$ cat src/design/rgo_pkg.sv
// Purpose: Shared constants for the reading-gate and switching-output command block,
//          and the ASCII command-line parser that feeds it.
// Assumes: Commands arrive one character at a time and each line ends in a carriage return.
// Notes:   The parser holds one line and decodes it when the terminator arrives.
`timescale 1ns/1ps

package rgo_pkg;
  // ---------------------------------------------------------------------------
  // Register map
  // ---------------------------------------------------------------------------
  localparam logic [7:0] ADDR_CMD       = 8'h00;
  localparam logic [7:0] ADDR_PORT_CFG  = 8'h04;
  localparam logic [7:0] ADDR_STATUS    = 8'h08;
  localparam logic [7:0] ADDR_REPLY     = 8'h0c;
  localparam int         CFG_FUNC_POS   = 0;
  localparam int         CFG_INV_POS    = 4;
  localparam logic [7:0] CFG_MASK       = 8'h3f;
  localparam logic [7:0] CFG_RESET      = 8'h00;
  localparam int         ST_GATE_POS    = 0;
  localparam int         ST_FAILED_POS  = 1;
  localparam int         ST_STATE_POS   = 4;
  localparam int         ST_REPCNT_POS  = 8;
  // ---------------------------------------------------------------------------
  // Port functions and reply figures
  // ---------------------------------------------------------------------------
  localparam logic [1:0] FUNC_PASSIVE   = 2'h0;
  localparam logic [1:0] FUNC_INPUT     = 2'h1;
  localparam logic [1:0] FUNC_OUTPUT    = 2'h2;
  localparam logic [1:0] CODE_OK        = 2'h0;
  localparam logic [1:0] CODE_SYNTAX    = 2'h1;
  localparam logic [1:0] CODE_PARAM     = 2'h2;
  localparam logic [1:0] CODE_OTHER     = 2'h3;
  localparam int         LINE_DEPTH     = 12;
  localparam logic [3:0] REP_LEN_QUERY  = 4'hc;
  localparam logic [3:0] REP_LEN_SET    = 4'h5;
  // ---------------------------------------------------------------------------
  // Characters
  // ---------------------------------------------------------------------------
  localparam logic [7:0] CH_CR          = 8'h0d;
  localparam logic [7:0] CH_SP          = 8'h20;
  localparam logic [7:0] CH_PLUS        = 8'h2b;
  localparam logic [7:0] CH_MINUS       = 8'h2d;
  localparam logic [7:0] CH_0           = 8'h30;
  localparam logic [7:0] CH_1           = 8'h31;
  localparam logic [7:0] CH_2           = 8'h32;
  localparam logic [7:0] CH_SEMI        = 8'h3b;
  localparam logic [7:0] CH_EQ          = 8'h3d;
  localparam logic [7:0] CH_QUERY       = 8'h3f;
  localparam logic [7:0] CH_A           = 8'h41;
  localparam logic [7:0] CH_D           = 8'h44;
  localparam logic [7:0] CH_I           = 8'h49;
  localparam logic [7:0] CH_O           = 8'h4f;
  localparam logic [7:0] CH_P           = 8'h50;
  localparam logic [7:0] CH_S           = 8'h53;
endpackage

module rgo_cmd_parse #(
  parameter int DEPTH = rgo_pkg::LINE_DEPTH
) (
  input  wire logic       i_clk,
  input  wire logic       i_reset_n,
  input  wire logic       i_ce,
  input  wire logic       i_char_valid,
  input  wire logic [7:0] i_char,
  output logic            o_open,
  output logic            o_close,
  output logic            o_act,
  output logic            o_clr,
  output logic            o_query,
  output logic            o_set,
  output logic [1:0]      o_port_sel,
  output logic [1:0]      o_set_mask,
  output logic [1:0]      o_set_val,
  output logic [1:0]      o_set_code
);
  localparam int LW = $clog2(DEPTH + 1);

  logic [7:0]    line [DEPTH];
  logic [LW-1:0] len;
  logic          ovf;

  wire           take      = i_ce & i_char_valid;
  wire           eol       = take & (i_char == rgo_pkg::CH_CR);
  wire           len1      = (len == LW'(1));
  wire           len3      = (len == LW'(3));
  wire           len7      = (len == LW'(7));
  wire           len12     = (len == LW'(12));
  wire           state_cmd = (line[0] == rgo_pkg::CH_O) & (line[1] == rgo_pkg::CH_A);
  wire           clear_cmd = (line[0] == rgo_pkg::CH_O) & (line[1] == rgo_pkg::CH_D);
  wire [1:0]     sel       = {line[2] == rgo_pkg::CH_2, line[2] == rgo_pkg::CH_1};
  wire           set_pre   = state_cmd & (len >= LW'(4)) & (line[2] == rgo_pkg::CH_SP);
  wire           f1_ok     = (line[3] == rgo_pkg::CH_S) & (line[5] == rgo_pkg::CH_EQ);
  wire [1:0]     f1_port   = {line[4] == rgo_pkg::CH_2, line[4] == rgo_pkg::CH_1};
  wire           one_field = len7 & f1_ok & (f1_port != 2'h0);
  wire           two_field = len12 & f1_ok & f1_port[0] & (line[7] == rgo_pkg::CH_SEMI) &
                             (line[8] == rgo_pkg::CH_S) & (line[9] == rgo_pkg::CH_2) &
                             (line[10] == rgo_pkg::CH_EQ);
  wire           v1_ok     = (line[6] == rgo_pkg::CH_0) | (line[6] == rgo_pkg::CH_1);
  wire           v2_ok     = (line[11] == rgo_pkg::CH_0) | (line[11] == rgo_pkg::CH_1);
  wire           vals_ok   = two_field ? (v1_ok & v2_ok) : v1_ok;
  wire [1:0]     mask      = two_field ? 2'h3 : f1_port;
  wire [1:0]     vals      = two_field ? {line[11] == rgo_pkg::CH_1, line[6] == rgo_pkg::CH_1}
                                       : {2{line[6] == rgo_pkg::CH_1}};
  wire [1:0]     code      = ovf ? rgo_pkg::CODE_OTHER :
                             !(one_field | two_field) ? rgo_pkg::CODE_SYNTAX :
                             !vals_ok ? rgo_pkg::CODE_PARAM : rgo_pkg::CODE_OK;

  // Line capture; an over-long line is remembered so that it can be refused.
  always_ff @(posedge i_clk)
  begin
    if (!i_reset_n)
    begin
      len <= '0;
      ovf <= 1'b0;
    end
    else if (take)
    begin
      if (eol)
      begin
        len <= '0;
        ovf <= 1'b0;
      end
      else if (len == LW'(DEPTH))
        ovf <= 1'b1;
      else
      begin
        line[len] <= i_char;
        len       <= len + 1'b1;
      end
    end
  end

  // One-cycle command pulses, decoded when the terminator arrives.
  always_ff @(posedge i_clk)
  begin
    if (!i_reset_n)
    begin
      o_open     <= 1'b0;
      o_close    <= 1'b0;
      o_act      <= 1'b0;
      o_clr      <= 1'b0;
      o_query    <= 1'b0;
      o_set      <= 1'b0;
      o_port_sel <= 2'h0;
      o_set_mask <= 2'h0;
      o_set_val  <= 2'h0;
      o_set_code <= rgo_pkg::CODE_OK;
    end
    else if (i_ce)
    begin
      o_open     <= eol & ~ovf & len1 & (line[0] == rgo_pkg::CH_PLUS);
      o_close    <= eol & ~ovf & len1 & (line[0] == rgo_pkg::CH_MINUS);
      o_act      <= eol & ~ovf & len3 & state_cmd & (sel != 2'h0);
      o_clr      <= eol & ~ovf & len3 & clear_cmd & (sel != 2'h0);
      o_query    <= eol & ~ovf & len3 & state_cmd & (line[2] == rgo_pkg::CH_QUERY);
      o_set      <= eol & (set_pre | (ovf & state_cmd));
      o_port_sel <= sel;
      o_set_mask <= (code == rgo_pkg::CODE_OK) ? mask : 2'h0;
      o_set_val  <= vals;
      o_set_code <= code;
    end
  end
endmodule

$ cat src/design/rgo_gate_output.sv
// Purpose: Reading-gate control and two switching ports driven by ASCII host commands.
// Assumes: Classic Wishbone slave; one clock; synchronous active-low reset.
// Notes:   Command characters are written one per access; replies are read one per access.
//
// Overview of operation
// - Manual close ends gate, emits result, silent.
// - Manually closed gate reports a failed read.
// - Activate command drives port 1 or 2 active.
// - Inversion turns logical high into low pin.
// - Query replies port one then two, semicolon.
// - Queried output state is the last commanded.
// - Field codes: 0, 1, I input, P passive.
// - Set command applies states to output ports.
// - Set values for non-output ports are ignored.
// - Set answers status code 00 to 03.
// - Open command opens gate until a closing event.
// - Each port is configured input, output or passive.
`timescale 1ns/1ps

module rgo_gate_output (
  input  wire logic        I_CLK,
  input  wire logic        I_RESET_N,
  input  wire logic        I_CE,
  input  wire logic        I_WB_CYC,
  input  wire logic        I_WB_STB,
  input  wire logic        I_WB_WE,
  input  wire logic [7:0]  I_WB_ADR,
  input  wire logic [3:0]  I_WB_SEL,
  input  wire logic [31:0] I_WB_DAT,
  input  wire logic        I_SUCCESSFUL_READ,
  input  wire logic        I_AUTO_CLOSE,
  output logic [31:0]      O_WB_DAT,
  output logic             O_WB_ACK,
  output logic             O_GATE_OPEN,
  output logic             O_RESULT_VALID,
  output logic             O_RESULT_FAILED,
  output logic [1:0]       O_SWITCH,
  output logic [1:0]       O_SWITCH_OE
);
  // ---------------------------------------------------------------------------
  // Bus slave decode
  // ---------------------------------------------------------------------------
  logic [7:0]  cfg;
  logic [1:0]  st;
  logic        gate;
  logic        success_seen;
  logic [7:0]  rep [rgo_pkg::LINE_DEPTH];
  logic [3:0]  rep_cnt;
  logic [3:0]  rep_idx;

  wire         wb_go     = I_CE & I_WB_CYC & I_WB_STB & ~O_WB_ACK;
  wire         wr        = wb_go & I_WB_WE & I_WB_SEL[0];
  wire         rd        = wb_go & ~I_WB_WE;
  wire         hit_cmd   = (I_WB_ADR == rgo_pkg::ADDR_CMD);
  wire         hit_cfg   = (I_WB_ADR == rgo_pkg::ADDR_PORT_CFG);
  wire         hit_stat  = (I_WB_ADR == rgo_pkg::ADDR_STATUS);
  wire         hit_rep   = (I_WB_ADR == rgo_pkg::ADDR_REPLY);
  wire         cfg_wr    = wr & hit_cfg;
  wire         rep_pop   = rd & hit_rep & (rep_cnt != 4'h0);
  wire [7:0]   next_cfg  = I_WB_DAT[7:0] & rgo_pkg::CFG_MASK;
  wire [31:0]  stat_word = (32'(gate) << rgo_pkg::ST_GATE_POS) |
                           (32'(O_RESULT_FAILED) << rgo_pkg::ST_FAILED_POS) |
                           (32'(st) << rgo_pkg::ST_STATE_POS) |
                           (32'(rep_cnt) << rgo_pkg::ST_REPCNT_POS);
  wire [31:0]  rep_word  = (rep_cnt != 4'h0) ? {24'h0, rep[rep_idx]} : 32'h0;
  wire [31:0]  next_dat  = hit_cfg ? {24'h0, cfg} : hit_stat ? stat_word : hit_rep ? rep_word : 32'h0;

  // ---------------------------------------------------------------------------
  // Command parser
  // ---------------------------------------------------------------------------
  logic        cmd_open;
  logic        cmd_close;
  logic        cmd_act;
  logic        cmd_clr;
  logic        cmd_query;
  logic        cmd_set;
  logic [1:0]  cmd_sel;
  logic [1:0]  set_mask;
  logic [1:0]  set_val;
  logic [1:0]  set_code;

  rgo_cmd_parse #(
    .DEPTH        (rgo_pkg::LINE_DEPTH)
  ) u_parse (
    .i_clk        (I_CLK),
    .i_reset_n    (I_RESET_N),
    .i_ce         (I_CE),
    .i_char_valid (wr & hit_cmd),
    .i_char       (I_WB_DAT[7:0]),
    .o_open       (cmd_open),
    .o_close      (cmd_close),
    .o_act        (cmd_act),
    .o_clr        (cmd_clr),
    .o_query      (cmd_query),
    .o_set        (cmd_set),
    .o_port_sel   (cmd_sel),
    .o_set_mask   (set_mask),
    .o_set_val    (set_val),
    .o_set_code   (set_code)
  );

  // Acknowledge blocks the next take, so a strobe still held in the ack cycle is never taken twice.
  always_ff @(posedge I_CLK)
  begin
    if (!I_RESET_N)
    begin
      O_WB_ACK <= 1'b0;
      O_WB_DAT <= 32'h0;
      cfg      <= rgo_pkg::CFG_RESET;
    end
    else if (I_CE)
    begin
      O_WB_ACK <= wb_go;
      O_WB_DAT <= rd ? next_dat : 32'h0;
      if (cfg_wr)
        cfg <= next_cfg;
    end
  end

  // ---------------------------------------------------------------------------
  // Reading gate
  // ---------------------------------------------------------------------------
  // A manual close outranks an automatic one in the same cycle, so it always reports a failed read.
  wire         man_close  = cmd_close & gate;
  wire         auto_close = I_AUTO_CLOSE & gate & ~cmd_close;

  always_ff @(posedge I_CLK)
  begin
    if (!I_RESET_N)
    begin
      gate            <= 1'b0;
      success_seen    <= 1'b0;
      O_GATE_OPEN     <= 1'b0;
      O_RESULT_VALID  <= 1'b0;
      O_RESULT_FAILED <= 1'b0;
    end
    else if (I_CE)
    begin
      O_RESULT_VALID <= man_close | auto_close;
      O_GATE_OPEN    <= gate;
      if (man_close | auto_close)
        gate <= 1'b0;
      else if (cmd_open & ~gate)
        gate <= 1'b1;
      if (cmd_open & ~gate)
        success_seen <= 1'b0;
      else if (gate & I_SUCCESSFUL_READ)
        success_seen <= 1'b1;
      if (man_close)
        O_RESULT_FAILED <= 1'b1;
      else if (auto_close)
        O_RESULT_FAILED <= ~(success_seen | I_SUCCESSFUL_READ);
    end
  end

  // ---------------------------------------------------------------------------
  // Switching ports
  // ---------------------------------------------------------------------------
  logic [1:0]  next_st;
  logic [1:0]  is_out;

  // A change of function clears the logical state, so no stale level reaches a newly enabled pin.
  for (genvar i = 0; i < 2; i++)
  begin : g_port
    wire [1:0] func     = cfg[rgo_pkg::CFG_FUNC_POS + 2*i +: 2];
    wire       inv      = cfg[rgo_pkg::CFG_INV_POS + i];
    wire       reconfig = cfg_wr & (next_cfg[rgo_pkg::CFG_FUNC_POS + 2*i +: 2] != func);
    assign is_out[i]  = (func == rgo_pkg::FUNC_OUTPUT);
    assign next_st[i] = reconfig ? 1'b0 :
                        (cmd_act & cmd_sel[i] & is_out[i]) ? 1'b1 :
                        (cmd_clr & cmd_sel[i] & is_out[i]) ? 1'b0 :
                        (cmd_set & set_mask[i] & is_out[i]) ? set_val[i] :
                        st[i];

    always_ff @(posedge I_CLK)
    begin
      if (!I_RESET_N)
      begin
        st[i]          <= 1'b0;
        O_SWITCH[i]    <= 1'b0;
        O_SWITCH_OE[i] <= 1'b0;
      end
      else if (I_CE)
      begin
        st[i]          <= next_st[i];
        O_SWITCH[i]    <= is_out[i] & (st[i] ^ inv);
        O_SWITCH_OE[i] <= is_out[i];
      end
    end
  end

  // ---------------------------------------------------------------------------
  // Reply buffer
  // ---------------------------------------------------------------------------
  function automatic logic [7:0] field_char(input logic [1:0] f, input logic s);
    if (f == rgo_pkg::FUNC_OUTPUT)
      return s ? rgo_pkg::CH_1 : rgo_pkg::CH_0;
    else if (f == rgo_pkg::FUNC_INPUT)
      return rgo_pkg::CH_I;
    else
      return rgo_pkg::CH_P;
  endfunction

  logic [7:0]  msg [rgo_pkg::LINE_DEPTH];

  // Query answer is the port fields in order; set answer carries the status code.
  assign msg[0]  = rgo_pkg::CH_O;
  assign msg[1]  = rgo_pkg::CH_A;
  assign msg[2]  = cmd_query ? rgo_pkg::CH_SP : rgo_pkg::CH_EQ;
  assign msg[3]  = cmd_query ? rgo_pkg::CH_S : rgo_pkg::CH_0;
  assign msg[4]  = cmd_query ? rgo_pkg::CH_1 : (rgo_pkg::CH_0 | {6'h00, set_code});
  assign msg[5]  = rgo_pkg::CH_EQ;
  assign msg[6]  = field_char(cfg[rgo_pkg::CFG_FUNC_POS +: 2], st[0]);
  assign msg[7]  = rgo_pkg::CH_SEMI;
  assign msg[8]  = rgo_pkg::CH_S;
  assign msg[9]  = rgo_pkg::CH_2;
  assign msg[10] = rgo_pkg::CH_EQ;
  assign msg[11] = field_char(cfg[rgo_pkg::CFG_FUNC_POS + 2 +: 2], st[1]);

  always_ff @(posedge I_CLK)
  begin
    if (!I_RESET_N)
    begin
      rep_cnt <= 4'h0;
      rep_idx <= 4'h0;
    end
    else if (I_CE)
    begin
      if (cmd_query | cmd_set)
      begin
        rep     <= msg;
        rep_idx <= 4'h0;
        rep_cnt <= cmd_query ? rgo_pkg::REP_LEN_QUERY : rgo_pkg::REP_LEN_SET;
      end
      else if (rep_pop)
      begin
        rep_idx <= rep_idx + 4'h1;
        rep_cnt <= rep_cnt - 4'h1;
      end
    end
  end
endmodule

$ cat config.mk
export PLATFORM = sky130hd
export DESIGN_NAME = rgo_gate_output
export DESIGN_NICKNAME = d
export VERILOG_FILES = /design/src/design/rgo_pkg.sv /design/src/design/rgo_gate_output.sv
export SDC_FILE = /design/constraint.sdc
export NUM_CORES = 1
export LEC_CHECK = 0
export ABC_AREA = 1
export BUFFER_PORTS_ARGS = -buffer_cell sky130_fd_sc_hd__buf_2
export CAP_MARGIN = 25
export CORE_UTILIZATION = 39
export DETAILED_ROUTE_END_ITERATION = 16
export GPL_ROUTABILITY_DRIVEN = 0
export SLEW_MARGIN = 20
export SYNTH_ARGS = -nofsm -noshare
export SYNTH_HDL_FRONTEND = slang
export SYNTH_SLANG_ARGS = --single-unit
$ cat constraint.sdc
create_clock -name I_CLK -period 2.4 [get_ports I_CLK]
set_input_delay 0.24 -clock I_CLK [delete_from_list [all_inputs] [get_ports I_CLK]]
set_output_delay 0.24 -clock I_CLK [all_outputs]
set_load 0.01 [all_outputs]
==> out/qor.log <==
INFO  finish         area_growth=16.4%
INFO  synthesis      synth.yosys.warnings=0
INFO  clock_tree     htree_levels=4
INFO  finish         fin_nets=852
INFO  routing        remaining_drc_errors=0
INFO  clock_tree     number_of_buffers_between_clock_root_and_the_deepest_sink=2
INFO  synthesis      synth_top_area_share=46.2%
INFO  floorplanning  die_x=137um
INFO  place          detailedPlacementHpwl=10800um
INFO  sta            worst_clock_skew=12.2ps
INFO  grt            antenna_found_initial=0
INFO  setup_path     timing.critical_path.fanout_max=8
INFO  synthesis      syn-cell-area=7160um^2
INFO  sta            setup_viol=0
INFO  setup_path     worstPathRequired=2540ps
INFO  sta            timing.setup.tns=0ps
INFO  clock_tree     clock_sink_total=166
INFO  floorplanning  core=18000um^2
INFO  routing        route.detailed.vias_per_inst=4.84
INFO  sta            layout_worst_path_cycle_share=82.5%
INFO  sta            final_number_of_max_transition_violations=0
INFO  clock_tree     ctsResizeCount=0
INFO  clock_tree     cts_hold_repair.buffers=0
INFO  setup_path     critical_path.cell_chain=inv_1, ha_1, nand2_1, nor2_2, nor2_2, nand2_1, nor2_4, nand2_2, nor2_1, buf_4
INFO  pwr            static-leakage-power=3.13nW
INFO  synthesis      netlist_instances=718
INFO  routing        via_count=5008
INFO  finish         share_of_final_layout_standard_cells_stronger_than_drive_strength_1=16.1%
INFO  floorplanning  rows=49
INFO  setup_path     cell_family_with_the_largest_share_of_critical_path_delay=simple AND/OR/NAND/NOR gates
INFO  clock_tree     post_cts.repair.setup_buffers=0
INFO  setup_path     worst_setup_path_class=flip-flop to flip-flop
INFO  sta            min_setup_slack_post_route=419ps
INFO  floorplanning  num_io_pins=92
INFO  synthesis      synth_cell_type_count=41
INFO  routing        avgRoutedWirePerCell=14.9um
INFO  synthesis      fraction_of_registers_with_async_set_or_reset_after_synthesis=0%
INFO  floorplanning  fp.dieH=137um
INFO  synthesis      synth_edf_count=110
INFO  floorplanning  die_area=18900um^2
INFO  sta            worst_case_headroom_to_the_max_slew_limit=63.5%
INFO  synthesis      synth-seq-cells=166
INFO  routing        route.final.wire_length=15400um
INFO  sta            max_clock_freq=505MHz
INFO  synthesis      synth.top_cells.by_count=123 x sky130_fd_sc_hd__nand2_1, 110 x sky130_fd_sc_hd__edfxtp_1, 86 x sky130_fd_sc_hd__nor2_1, 69 x sky130_fd_sc_hd__inv_1, 66 x sky130_fd_sc_hd__a21oi_1
INFO  sta            period_minus_slack=1980ps
INFO  floorplanning  floorplan.initialDensity=39.8%
INFO  sta            fin_worst_hold_slack=63.0ps
INFO  flow_run       maxCapViolations=0
INFO  synthesis      syn-mean-instance-area=9.97um^2
INFO  setup_path     critical-path-slowest-cell=sky130_fd_sc_hd__dfxtp_1
INFO  routing        dr.first_iter.drc_count=243
INFO  place          io_buffers=43
INFO  synthesis      most_area_consuming_cells_after_synthesis=sky130_fd_sc_hd__edfxtp_1 46%, sky130_fd_sc_hd__dfxtp_1 16%, sky130_fd_sc_hd__nand2_1 6.5%, sky130_fd_sc_hd__a21oi_1 4.6%, sky130_fd_sc_hd__nor2_1 4.5%
INFO  status         status=complete, no violations
INFO  clock_tree     tritoncts.num_buffers=17
INFO  grt            grt_pass1_vias=4626
INFO  synthesis      commonest_register_cell_after_synthesis=sky130_fd_sc_hd__edfxtp_1
INFO  routing        drt-pass1-iter-count=4
INFO  clock_tree     clk_root_buffer_cell=sky130_fd_sc_hd__clkbuf_16
INFO  sta            worst_pin_slew=545ps
INFO  finish         filler_cell_count=1677
INFO  hold_path      holdCritPathClass=input port to flip-flop
INFO  pwr            p_per_area=716nW/um^2
INFO  sta            grt_setup_unrepaired=false
INFO  setup_path     critical_path.startpoint_type=flip-flop
INFO  setup_path     timing.critical_path.arrival=2120ps
INFO  setup_path     slowest_delay=410ps
INFO  grt            grt_first_pass_wirelength=24200um
INFO  synthesis      yosysTopAreaCell=sky130_fd_sc_hd__edfxtp_1
INFO  synthesis      yosysMostFrequentCell=sky130_fd_sc_hd__nand2_1
INFO  pwr            peak_vdd_ir=546uV
INFO  grt            grt_max_degree=30
INFO  setup_path     crit_path_end_kind=flip-flop
INFO  grt            track_usage=17.4%
INFO  routing        ant_nets=0
INFO  clock_tree     clock_insertion_delay_worst_skew=430ps
INFO  pwr            totalPowerFinal=5.96mW
INFO  sta            hold_viol_final=0
INFO  clock_tree     clk_pin_slew_worst_paths=80ps
INFO  finish         n_antenna_cell=0
INFO  setup_path     crit_buf_inv=2
INFO  grt            grt_remaining_overflow=0
INFO  synthesis      register_area_share_after_synthesis=61.8%
INFO  clock_tree     tritoncts_clock_tree=yes
INFO  place          post_place_worst_slack=365ps
## area by class of cell
| cell class | instances | area, um^2 | area share (%) |
|---|---|---|---|
| sequential | 166 | 4420 | 53.1 |
| timing repair buffer | 71 | 425 | 5.11 |
| inverter | 74 | 283 | 3.40 |
| clock inverter | 15 | 184 | 2.21 |
| clock buffer | 17 | 425 | 5.11 |
| multi-input combinational | 462 | 2300 | 27.6 |
| tap | 229 | 287 | 3.44 |
## cell usage in the layout (no fill, tap or decap), types with 14 or more instances in the layout
| cell | synthesis | final |
|---|---|---|
| sky130_fd_sc_hd__a21oi_1 | 66 | 66 |
| sky130_fd_sc_hd__nand4_1 | 16 | 16 |
| sky130_fd_sc_hd__nor3_1 | 14 | 14 |
| sky130_fd_sc_hd__conb_1 | 1 | 21 |
| sky130_fd_sc_hd__edfxtp_1 | 110 | 110 |
| sky130_fd_sc_hd__buf_2 | 5 | 43 |
| sky130_fd_sc_hd__dfxtp_1 | 56 | 56 |
| sky130_fd_sc_hd__nand3_1 | 40 | 40 |
| sky130_fd_sc_hd__buf_4 | 22 | 28 |
| sky130_fd_sc_hd__inv_1 | 69 | 69 |
| sky130_fd_sc_hd__o21ai_0 | 30 | 30 |
| sky130_fd_sc_hd__nand2_1 | 123 | 123 |
| sky130_fd_sc_hd__nor2_1 | 86 | 86 |
| sky130_fd_sc_hd__clkbuf_16 | 0 | 17 |
## power breakdown
| group | leakage [nW] | internal (mW) | switching (mW) |
|---|---|---|---|
| logic | 1.41 | 0.0447 | 0.126 |
| registers | 1.43 | 3.04 | 0.00412 |
| clock network | 0.293 | 1.49 | 1.25 |
| total | 3.13 | 4.58 | 1.38 |
## sequential cells by signal, summed over array words and instances (netlist names), 2 cells and up
signal	cells
u_parse.line	96
rep	14
O_WB_DAT	11
cfg	6
rep_cnt	4
rep_idx	4
u_parse.len	4
O_SWITCH	2
O_SWITCH_OE	2
st	2
u_parse.o_port_sel	2
u_parse.o_set_code	2
u_parse.o_set_mask	2
u_parse.o_set_val	2
## logic make-up (layout without fill, tap and decap cells)
family / after synthesis / count (layout) / synth area share [%]
buf+inv: 110 / 177 / 7.08
other cells: 1 / 21 / 0.0524
fa+ha+maj: 8 / 8 / 1.40
compound gates: 114 / 114 / 8.48
simple gates: 311 / 311 / 20.2
flops: 166 / 166 / 61.8
xor+xnor: 8 / 8 / 0.979
## metal layers
metal	vias to the layer above	global-route usage [%]	share of wire, %
met5	-	0	0
met4	0	5.74	1.2
met3	12	3.16	2.3
met2	76	29.3	50
met1	2363	22.6	47
li1	2557	-	-
## worst register-to-register path, cell delays in order (launching register included)
cell                      delay [ps]
sky130_fd_sc_hd__dfxtp_1         410
sky130_fd_sc_hd__inv_1           120
sky130_fd_sc_hd__ha_1            230
sky130_fd_sc_hd__nand2_1          90
sky130_fd_sc_hd__nor2_2           60
sky130_fd_sc_hd__nor2_2          120
sky130_fd_sc_hd__nand2_1         120
sky130_fd_sc_hd__nor2_4          170
sky130_fd_sc_hd__nand2_2         100
sky130_fd_sc_hd__nor2_1          110
sky130_fd_sc_hd__buf_4           180
## metrics by stage
step / util [%] / instances / cell area [um^2]
final: 46.4 / 1034 / 8330
after global routing: 46.4 / 1034 / 8330
after CTS: 46.4 / 1034 / 8330
after detailed placement: 43.0 / 1002 / 7720
after global placement: 43.0 / 1002 / 7720
after floorplan: - / 738 / 7230
## path summary, 6_finish.rpt
path,from,cells past startpoint,slack [ps],endpoint
setup / recovery,u_parse.len[0]$_SDFFE_PN0P_,10,420,u_parse.line[8][4]$_DFFE_PP_
hold / removal,I_WB_DAT[4],1,60,u_parse.line[2][4]$_DFFE_PP_
setup reg to reg,u_parse.len[0]$_SDFFE_PN0P_,10,420,u_parse.line[8][4]$_DFFE_PP_
hold reg to reg,O_RESULT_VALID$_SDFFE_PN0P_,2,470,O_RESULT_VALID$_SDFFE_PN0P_
No activity file was read; power rests on OpenSTA's default activity.
